--- config.mk ---
export PLATFORM = sky130hd
export DESIGN_NAME = sync_master_serial_receiver
export DESIGN_NICKNAME = d
export VERILOG_FILES = /design/src/include/serial_rx_pkg.sv /design/src/core/sync_master_serial_receiver.sv
export SDC_FILE = /design/constraint.sdc
export NUM_CORES = 1
export LEC_CHECK = 0
export BUFFER_PORTS_ARGS = -buffer_cell sky130_fd_sc_hd__buf_2
export CORE_ASPECT_RATIO = 1.2
export CORE_MARGIN = 4
export CORE_UTILIZATION = 59
export CTS_BUF_LIST = sky130_fd_sc_hd__clkbuf_8
export CTS_CLUSTER_DIAMETER = 30
export DETAILED_ROUTE_END_ITERATION = 7
export PLACE_DENSITY = 0.93
export SYNTH_ARGS = -nofsm -noshare
export SYNTH_HDL_FRONTEND = slang
export SYNTH_SLANG_ARGS = --single-unit
--- constraint.sdc ---
create_clock -name clk_i -period 2.4 [get_ports clk_i]
set_clock_uncertainty 0.1 [all_clocks]
set_input_delay 0.36 -clock clk_i [delete_from_list [all_inputs] [get_ports clk_i]]
set_output_delay 0.36 -clock clk_i [all_outputs]
set_load 0.01 [all_outputs]
--- src/include/serial_rx_pkg.sv ---
// package: register map, field layout and types of the clocked serial receiver
package serial_rx_pkg;
    // ----------------------------------------------------------------
    // register map (byte addresses, one 32-bit word each)
    // ----------------------------------------------------------------
    localparam int          ADDR_W     = 5;
    localparam logic [4:0]  OFS_CTRL   = 5'h00;
    localparam logic [4:0]  OFS_DIV    = 5'h04;
    localparam logic [4:0]  OFS_STATUS = 5'h08;
    localparam logic [4:0]  OFS_DATA   = 5'h0C;
    localparam logic [4:0]  OFS_ISTAT  = 5'h10;
    localparam logic [4:0]  OFS_ICLR   = 5'h14;
    localparam logic [4:0]  OFS_IEN    = 5'h18;
    // ----------------------------------------------------------------
    // field positions and reset values
    // ----------------------------------------------------------------
    localparam int          CTRL_W     = 9;
    localparam int          STAT_NINTH = 0;
    localparam int          STAT_ERR   = 1;
    localparam int          STAT_VALID = 2;
    localparam int          IRQ_W      = 2;
    localparam int          IRQ_DONE   = 0;
    localparam int          IRQ_ERR    = 1;
    localparam logic [8:0]  CTRL_RESET = 9'h000;
    localparam logic [15:0] DIV_RESET  = 16'h0000;
    localparam logic [1:0]  IRQ_RESET  = 2'h0;
    localparam logic [3:0]  LAST_BIT8  = 4'h7;
    localparam logic [3:0]  LAST_BIT9  = 4'h8;

    // control word, bit 0 is port_on
    typedef struct packed {
        logic continuous_receive_enable;
        logic single_receive_enable;
        logic ninth_bit_receive_enable;
        logic high_speed_divisor_select;
        logic wide_divisor_select;
        logic clock_polarity_select;
        logic clock_master_select;
        logic clocked_mode;
        logic port_on;
    } ctrl_t;

    typedef struct packed {
        logic [7:0] divisor_high_byte;
        logic [7:0] divisor_low_byte;
    } divisor_t;

    typedef enum logic [1:0] {
        S_IDLE = 2'b00,
        S_LOW  = 2'b01,
        S_HIGH = 2'b11
    } rx_state_t;
endpackage : serial_rx_pkg

--- src/core/sync_master_serial_receiver.sv ---
// design: clocked-master serial receive path with an Avalon-MM register port
//
// Our own choices: the Avalon-MM slave port and the register offsets.
`default_nettype none

module sync_master_serial_receiver
    import serial_rx_pkg::*;
(
    // clock and reset
    input  wire logic                            clk_i,
    input  wire logic                            reset_n_i,
    // avalon-mm slave
    input  wire logic [serial_rx_pkg::ADDR_W-1:0] address_i,
    input  wire logic                            read_i,
    input  wire logic                            write_i,
    input  wire logic [31:0]                     writedata_i,
    output logic      [31:0]                     readdata_o,
    output logic                                 waitrequest_o,
    // interrupt
    output logic                                 irq_o,
    // link pins
    input  wire logic                            serial_data_line_i,
    output logic                                 shift_clock_pin_o,
    output logic                                 shift_clock_pin_oe_o
);
    import serial_rx_pkg::*;

    // ----------------------------------------------------------------
    // state
    // ----------------------------------------------------------------
    ctrl_t            ctrl_r,    ctrl_nxt;
    divisor_t         div_r,     div_nxt;
    logic [8:0]       word_r,    word_nxt;
    logic             valid_r,   valid_nxt;
    logic             err_r,     err_nxt;
    logic [IRQ_W-1:0] istat_r,   istat_nxt;
    logic [IRQ_W-1:0] ien_r,     ien_nxt;
    logic             wait_r,    wait_nxt;
    logic [31:0]      rdata_r,   rdata_nxt;
    logic             rd_vld_r,  rd_vld_nxt;
    logic             irq_r,     irq_nxt;
    logic             pin_r,     pin_nxt;
    logic             oe_r,      oe_nxt;
    rx_state_t        state_r,   state_nxt;
    logic [15:0]      cnt_r,     cnt_nxt;
    logic [3:0]       bit_r,     bit_nxt;
    logic [8:0]       shift_r,   shift_nxt;
    logic             sck_r,     sck_nxt;
    logic             data_s1_r;
    logic             data_s2_r;
    logic             active;
    logic             sample_evt;
    logic             word_done;
    logic [15:0]      reload;
    logic             accept;
    logic             data_take;
    logic             err_set;

    // ----------------------------------------------------------------
    // receiver engine
    // ----------------------------------------------------------------
    // only the low byte counts unless the wide divisor is selected
    assign reload = ctrl_r.wide_divisor_select ? div_r
                    : {8'h00, div_r.divisor_low_byte};
    assign active = ctrl_r.port_on && ctrl_r.clocked_mode
                    && ctrl_r.clock_master_select
                    && (ctrl_r.single_receive_enable
                        || ctrl_r.continuous_receive_enable);

    always_comb begin
        state_nxt  = state_r;
        cnt_nxt    = cnt_r;
        bit_nxt    = bit_r;
        shift_nxt  = shift_r;
        sck_nxt    = sck_r;
        sample_evt = 1'b0;
        word_done  = 1'b0;
        case (state_r)
            S_IDLE: begin
                sck_nxt = 1'b0;
                cnt_nxt = 16'h0000;
                bit_nxt = 4'h0;
                if (active) begin
                    state_nxt = S_LOW;
                end
            end
            S_LOW: begin
                if (!active) begin
                    state_nxt = S_IDLE;
                    sck_nxt   = 1'b0;
                end else if (cnt_r == reload) begin
                    cnt_nxt   = 16'h0000;
                    sck_nxt   = 1'b1;
                    state_nxt = S_HIGH;
                end else begin
                    cnt_nxt = cnt_r + 16'h0001;
                end
            end
            S_HIGH: begin
                if (!active) begin
                    state_nxt = S_IDLE;
                    sck_nxt   = 1'b0;
                end else if (cnt_r == reload) begin
                    cnt_nxt    = 16'h0000;
                    sck_nxt    = 1'b0;
                    sample_evt = 1'b1;
                    shift_nxt[bit_r] = data_s2_r;
                    state_nxt  = S_LOW;
                    bit_nxt    = bit_r + 4'h1;
                    if (bit_r == (ctrl_r.ninth_bit_receive_enable
                                  ? LAST_BIT9 : LAST_BIT8)) begin
                        word_done = 1'b1;
                        bit_nxt   = 4'h0;
                        if (!ctrl_r.continuous_receive_enable) begin
                            state_nxt = S_IDLE;
                        end
                    end
                end else begin
                    cnt_nxt = cnt_r + 16'h0001;
                end
            end
            default: begin
                state_nxt = S_IDLE;
                sck_nxt   = 1'b0;
            end
        endcase
    end

    always_ff @(posedge clk_i or negedge reset_n_i) begin
        if (!reset_n_i) begin
            state_r   <= S_IDLE;
            cnt_r     <= 16'h0000;
            bit_r     <= 4'h0;
            shift_r   <= 9'h000;
            sck_r     <= 1'b0;
            data_s1_r <= 1'b0;
            data_s2_r <= 1'b0;
        end else begin
            state_r   <= state_nxt;
            cnt_r     <= cnt_nxt;
            bit_r     <= bit_nxt;
            shift_r   <= shift_nxt;
            sck_r     <= sck_nxt;
            data_s1_r <= serial_data_line_i;
            data_s2_r <= data_s1_r;
        end
    end

    // ----------------------------------------------------------------
    // register file and bus slave
    // ----------------------------------------------------------------
    // one wait cycle: readdata is built while waitrequest is high
    assign accept    = (read_i || write_i) && !wait_r;
    // a data read only frees the word if the word was valid when sampled,
    // so a word landing between sample and accept is not thrown away
    assign data_take = accept && read_i && rd_vld_r
                       && (address_i == OFS_DATA);
    // overrun: previous word still unread, new word is dropped
    assign err_set   = word_done && valid_r && !data_take;

    always_comb begin
        ctrl_nxt   = ctrl_r;
        div_nxt    = div_r;
        word_nxt   = word_r;
        valid_nxt  = valid_r;
        err_nxt    = err_r;
        ien_nxt    = ien_r;
        istat_nxt  = istat_r;
        rdata_nxt  = rdata_r;
        rd_vld_nxt = rd_vld_r;
        wait_nxt   = !((read_i || write_i) && wait_r);
        if (word_done && !ctrl_r.continuous_receive_enable) begin
            ctrl_nxt.single_receive_enable = 1'b0;
        end
        if (accept && write_i) begin
            case (address_i)
                OFS_CTRL: ctrl_nxt = ctrl_t'(writedata_i[CTRL_W-1:0]);
                OFS_DIV:  div_nxt  = divisor_t'(writedata_i[15:0]);
                OFS_ICLR: istat_nxt = istat_r & ~writedata_i[IRQ_W-1:0];
                OFS_IEN:  ien_nxt  = writedata_i[IRQ_W-1:0];
                default: begin
                end
            endcase
        end
        if (ctrl_r.continuous_receive_enable
            && !ctrl_nxt.continuous_receive_enable) begin
            err_nxt = 1'b0;
        end
        if (data_take) begin
            valid_nxt = 1'b0;
        end
        if (word_done && !err_set) begin
            // an 8-bit word must not show a stale ninth bit from earlier
            word_nxt  = {shift_nxt[8] & ctrl_r.ninth_bit_receive_enable,
                         shift_nxt[7:0]};
            valid_nxt = 1'b1;
        end
        if (err_set) begin
            err_nxt = 1'b1;
        end
        istat_nxt = istat_nxt | {err_set, word_done};
        if (read_i && wait_r) begin
            rd_vld_nxt = valid_r;
            case (address_i)
                OFS_CTRL:   rdata_nxt = {23'h000000, ctrl_r};
                OFS_DIV:    rdata_nxt = {16'h0000, div_r};
                OFS_STATUS: rdata_nxt = {29'h00000000, valid_r, err_r,
                                         word_r[8]};
                OFS_DATA:   rdata_nxt = {24'h000000, word_r[7:0]};
                OFS_ISTAT:  rdata_nxt = {30'h00000000, istat_r};
                OFS_IEN:    rdata_nxt = {30'h00000000, ien_r};
                default:    rdata_nxt = 32'h00000000;
            endcase
        end
        irq_nxt = |(istat_nxt & ien_nxt);
        pin_nxt = sck_nxt ^ ctrl_nxt.clock_polarity_select;
        oe_nxt  = ctrl_nxt.port_on && ctrl_nxt.clock_master_select;
    end

    always_ff @(posedge clk_i or negedge reset_n_i) begin
        if (!reset_n_i) begin
            ctrl_r   <= ctrl_t'(CTRL_RESET);
            div_r    <= divisor_t'(DIV_RESET);
            word_r   <= 9'h000;
            valid_r  <= 1'b0;
            err_r    <= 1'b0;
            istat_r  <= IRQ_RESET;
            ien_r    <= IRQ_RESET;
            wait_r   <= 1'b1;
            rdata_r  <= 32'h00000000;
            rd_vld_r <= 1'b0;
            irq_r    <= 1'b0;
            pin_r    <= 1'b0;
            oe_r     <= 1'b0;
        end else begin
            ctrl_r   <= ctrl_nxt;
            div_r    <= div_nxt;
            word_r   <= word_nxt;
            valid_r  <= valid_nxt;
            err_r    <= err_nxt;
            istat_r  <= istat_nxt;
            ien_r    <= ien_nxt;
            wait_r   <= wait_nxt;
            rdata_r  <= rdata_nxt;
            rd_vld_r <= rd_vld_nxt;
            irq_r    <= irq_nxt;
            pin_r    <= pin_nxt;
            oe_r     <= oe_nxt;
        end
    end

    assign readdata_o           = rdata_r;
    assign waitrequest_o        = wait_r;
    assign irq_o                = irq_r;
    assign shift_clock_pin_o    = pin_r;
    assign shift_clock_pin_oe_o = oe_r;

    logic ctrl_wr;
    assign ctrl_wr = accept && write_i && (address_i == OFS_CTRL);
endmodule : sync_master_serial_receiver

`default_nettype wire

==> metrics.txt <==
fin nets 591; vias in the first global route 4138; worst skew pair latency roughly 0.37 ns; WP data arrival around 2.5 ns; First-pass DRT Iterations 5; Final Hold Vio Count 1; initial antenna violation count 0; Setup CP Type register to register; Yosys warning total 0; Starting Density 60.8%; mux contribution to synthesized area 9.16%; Slew headroom 62.5%; CTS Sinks 95; Internal 2.49 mW; Post-Synth Simple-Gate Area 16.3%; CP Max Fanout 5; largest family of logic cells by synthesized area compound AO/OA/AOI/OAI gates; power share of the clock group 33.9%; pwr dens 607 nW/um^2; HPWL Detailed 8.85 mm; clk slew on worst S/H paths 0.10 ns; final core occ 69.8%; row count 36; register area share after synthesis 47.7%; Die W 91.9 microns; final non-filler cell total between 600 and 700; violated checks hold timing; CP delay by family, top simple AND/OR/NAND/NOR gates; top_reg_cell synth dfrtp_1; worst hold path type input pin to register; crit path time final 2.39 ns; Syn Area/Cell 10.3 sq um; DR vias 4197; Netlist cell types 70; largest net degree at the start of global routing between 90 and 100; TritonCTS clock tree built; Leakage Power roughly 2.7 nW; Compound-Gate Fraction of Synth Area 16.5%; CP max stage cell or4b_4; clk buf depth 2; RePlAce Congestion 0.868; Die ar. 9990 sq um; Remaining DRCs 0; Cell Area, Synth 4990 sq um; Gate power share 14.4%; EDFF count, synth 0; post-synthesis xor/xnor area fraction 3.16%; Flop pwr share 51.7%; Die Span Y 109 microns; most common cell after layout, fill and taps aside dfrtp_1; First DRT Iteration DRCs between 400 and 500; final slew viol count 0; Max-Cap Viols 0; sw power 0.980 mW; r2r setup slk between 0.01 and 0.015 ns; fmax roughly 0.42 GHz; Final Cycle Share between 90% and 100%; Sw Share between 20 and 30%; Critical path buffers and inverters 1; PortBufs 45; core area 8200 sq um; Detailed Route WL 12.9 mm; VDD IR max 0.445 mV; multi-input combinational cell area approximately 2500 sq um; most frequent cells in the layout dfrtp_1, nand2_1, buf_2; htree depth 3; Critical Path RT 2.55 ns; hold slack -0.00377 ns; Fillers 549; #FFs+latches synth 95; clock root cell clkbuf_8; vias per std cell 6.33; Gate Count Post-Synth 484; cells along the critical path or4b_4 -> o21ai_4 -> nand4_4 -> nor4_4 -> buf_4 -> mux2_2; Register Area 2380 sq um; # IOs 78; Global Route Usage Sum 25.6%; final setup fails 0; P&R area growth vs syn 14.8%; dpl cells 641; first-pass GRT wire length 20.1 mm; crit start category register; global route overflow 0; adder-cell share of the synthesized area 1.25%; total CTS buffers 9; DRT antenna net count 0; ys async rst share 100%; diodes inserted 0; CP max stage delay 0.56 ns; wire length per cell 19.4 microns; Slew @ Worst Pin 0.547 ns; layout cells sized above 1 27.0%; status finished, violations left; Crit. End Element register
[power groups by stage]
| stage | logic [mW] | clock network, mW | registers (mW) |
|---|---|---|---|
| after CTS | 0.464 | 1.17 | 1.79 |
| final | 0.501 | 1.18 | 1.79 |
| after floorplan | 0.300 | 0 | 1.79 |
| after global routing | 0.536 | 1.25 | 1.80 |
| after detailed placement | 0.452 | 0 | 1.82 |
| after global placement | 0.425 | 0 | 1.81 |
[worst reg2reg max path: cells and delay by family, from the launching register on]
kind                   cells  cell delay (ns)
DFF                        1             0.40
muxes                      1             0.33
and+or+nand+nor            3             1.00
AOI/OAI and AO/OA          1             0.25
buffers and inverters      1             0.19
[path summary, 6_finish.rpt]
path / startpoint / endpoint / cells past startpoint
worst max-delay path: waitrequest_o / word_r[3] / 6
worst min-delay path: serial_data_line_i / data_s1_r / 1
worst max register to register: waitrequest_o / word_r[3] / 6
worst min register to register: data_s1_r / data_s2_r / 0
max in group asynchronous: reset_n_i / ctrl_r[4] / 3
min in group asynchronous: reset_n_i / readdata_o[8] / 3
[registers in the layout, indices dropped and copies added (netlist names)]
register and flops:
shift_clock_pin_o 1, sck_r 1, ctrl_r 9, ien_r 2, state_r 2, word_r 9, valid_r 1, data_s2_r 1
err_r 1, cnt_r 16, irq_o 1, bit_r 4, rd_vld_r 1, waitrequest_o 1, istat_r 2, data_s1_r 1
shift_r 9, readdata_o 16, div_r 16, shift_clock_pin_oe_o 1
[cell families (layout without fill, tap and decap cells)]
logic type / after synthesis / in the layout
xor+xnor: 18 / 18
compound gates: 118 / 118
simple gates: 148 / 148
flops: 95 / 95
buf+inv: 58 / 108
mux: 41 / 41
fa+ha+maj: 5 / 5
other cells: 1 / 16
[metrics by stage]
step / instance area [sq um] / total power [mW] / hold slack (ns) / setup TNS, ns / worst slack [ns]
3_5_place_dp: 5370 / 2.27 / 0.242 / -0.00610 / -0.00610
5_1_grt: 5720 / 3.59 / 0.00435 / -0.162 / -0.0587
2_1_floorplan: 5040 / 2.09 / -0.0356 / 0 / 0.228
6_report: 5720 / 3.47 / -0.00377 / 0 / 0.0133
3_3_place_gp: 5370 / 2.23 / 0.236 / 0 / 0.135
4_1_cts: 5610 / 3.42 / 0.00204 / 0 / 0.0333
[Yosys cell counts (all sizes together), types with 3 or more instances]
library cell	instances	area share, %
nor3b	5	0.75
nand2	52	4.0
inv	19	1.4
a21o	4	0.60
ha	5	1.3
o22ai	5	0.75
nand4b	5	0.88
nand4	7	1.2
o211ai	5	0.75
nor4	6	1.3
dfrtp	94	47
and3	5	0.63
a22o	17	3.0
nand2b	3	0.38
o311ai	4	0.70
clkbuf	13	1.0
o21ai	43	4.5
o21a	4	0.60
nor3	10	1.1
buf	26	3.4
mux2i	13	2.6
nor2b	3	0.38
nand3	24	2.5
mux2	27	6.1
a21oi	13	1.4
or2	3	0.38
a41oi	3	0.53
xor2	10	1.8
xnor2	8	1.4
o2111ai	3	0.53
and2	3	0.38
nor2	15	1.1
[area by class of cell]
| class | instances | share of cell area [%] |
|---|---|---|
| flip-flops and latches | 95 | 41.7 |
| repair buffers | 73 | 7.92 |
| clock buffers | 9 | 2.16 |
| inverters | 19 | 1.25 |
| well taps | 114 | 2.49 |
| multi-input cells | 346 | 42.9 |
| clock inverters | 7 | 1.66 |
[metal layers]
layer,track usage [%],routed length (microns)
met5,0,0
met4,15.9,644
met3,3.04,721
met2,44.8,6610
met1,30.0,4880
[timing repair]
item,4_1_cts,5_1_grt
setup buffers,0,5
hold buffers,1,0
endpoints found under the setup margin,5,27
endpoints found under the hold margin,94,0
resized for setup,3,17
pin swaps,0,5
No activity file was read; power rests on OpenSTA's default activity.
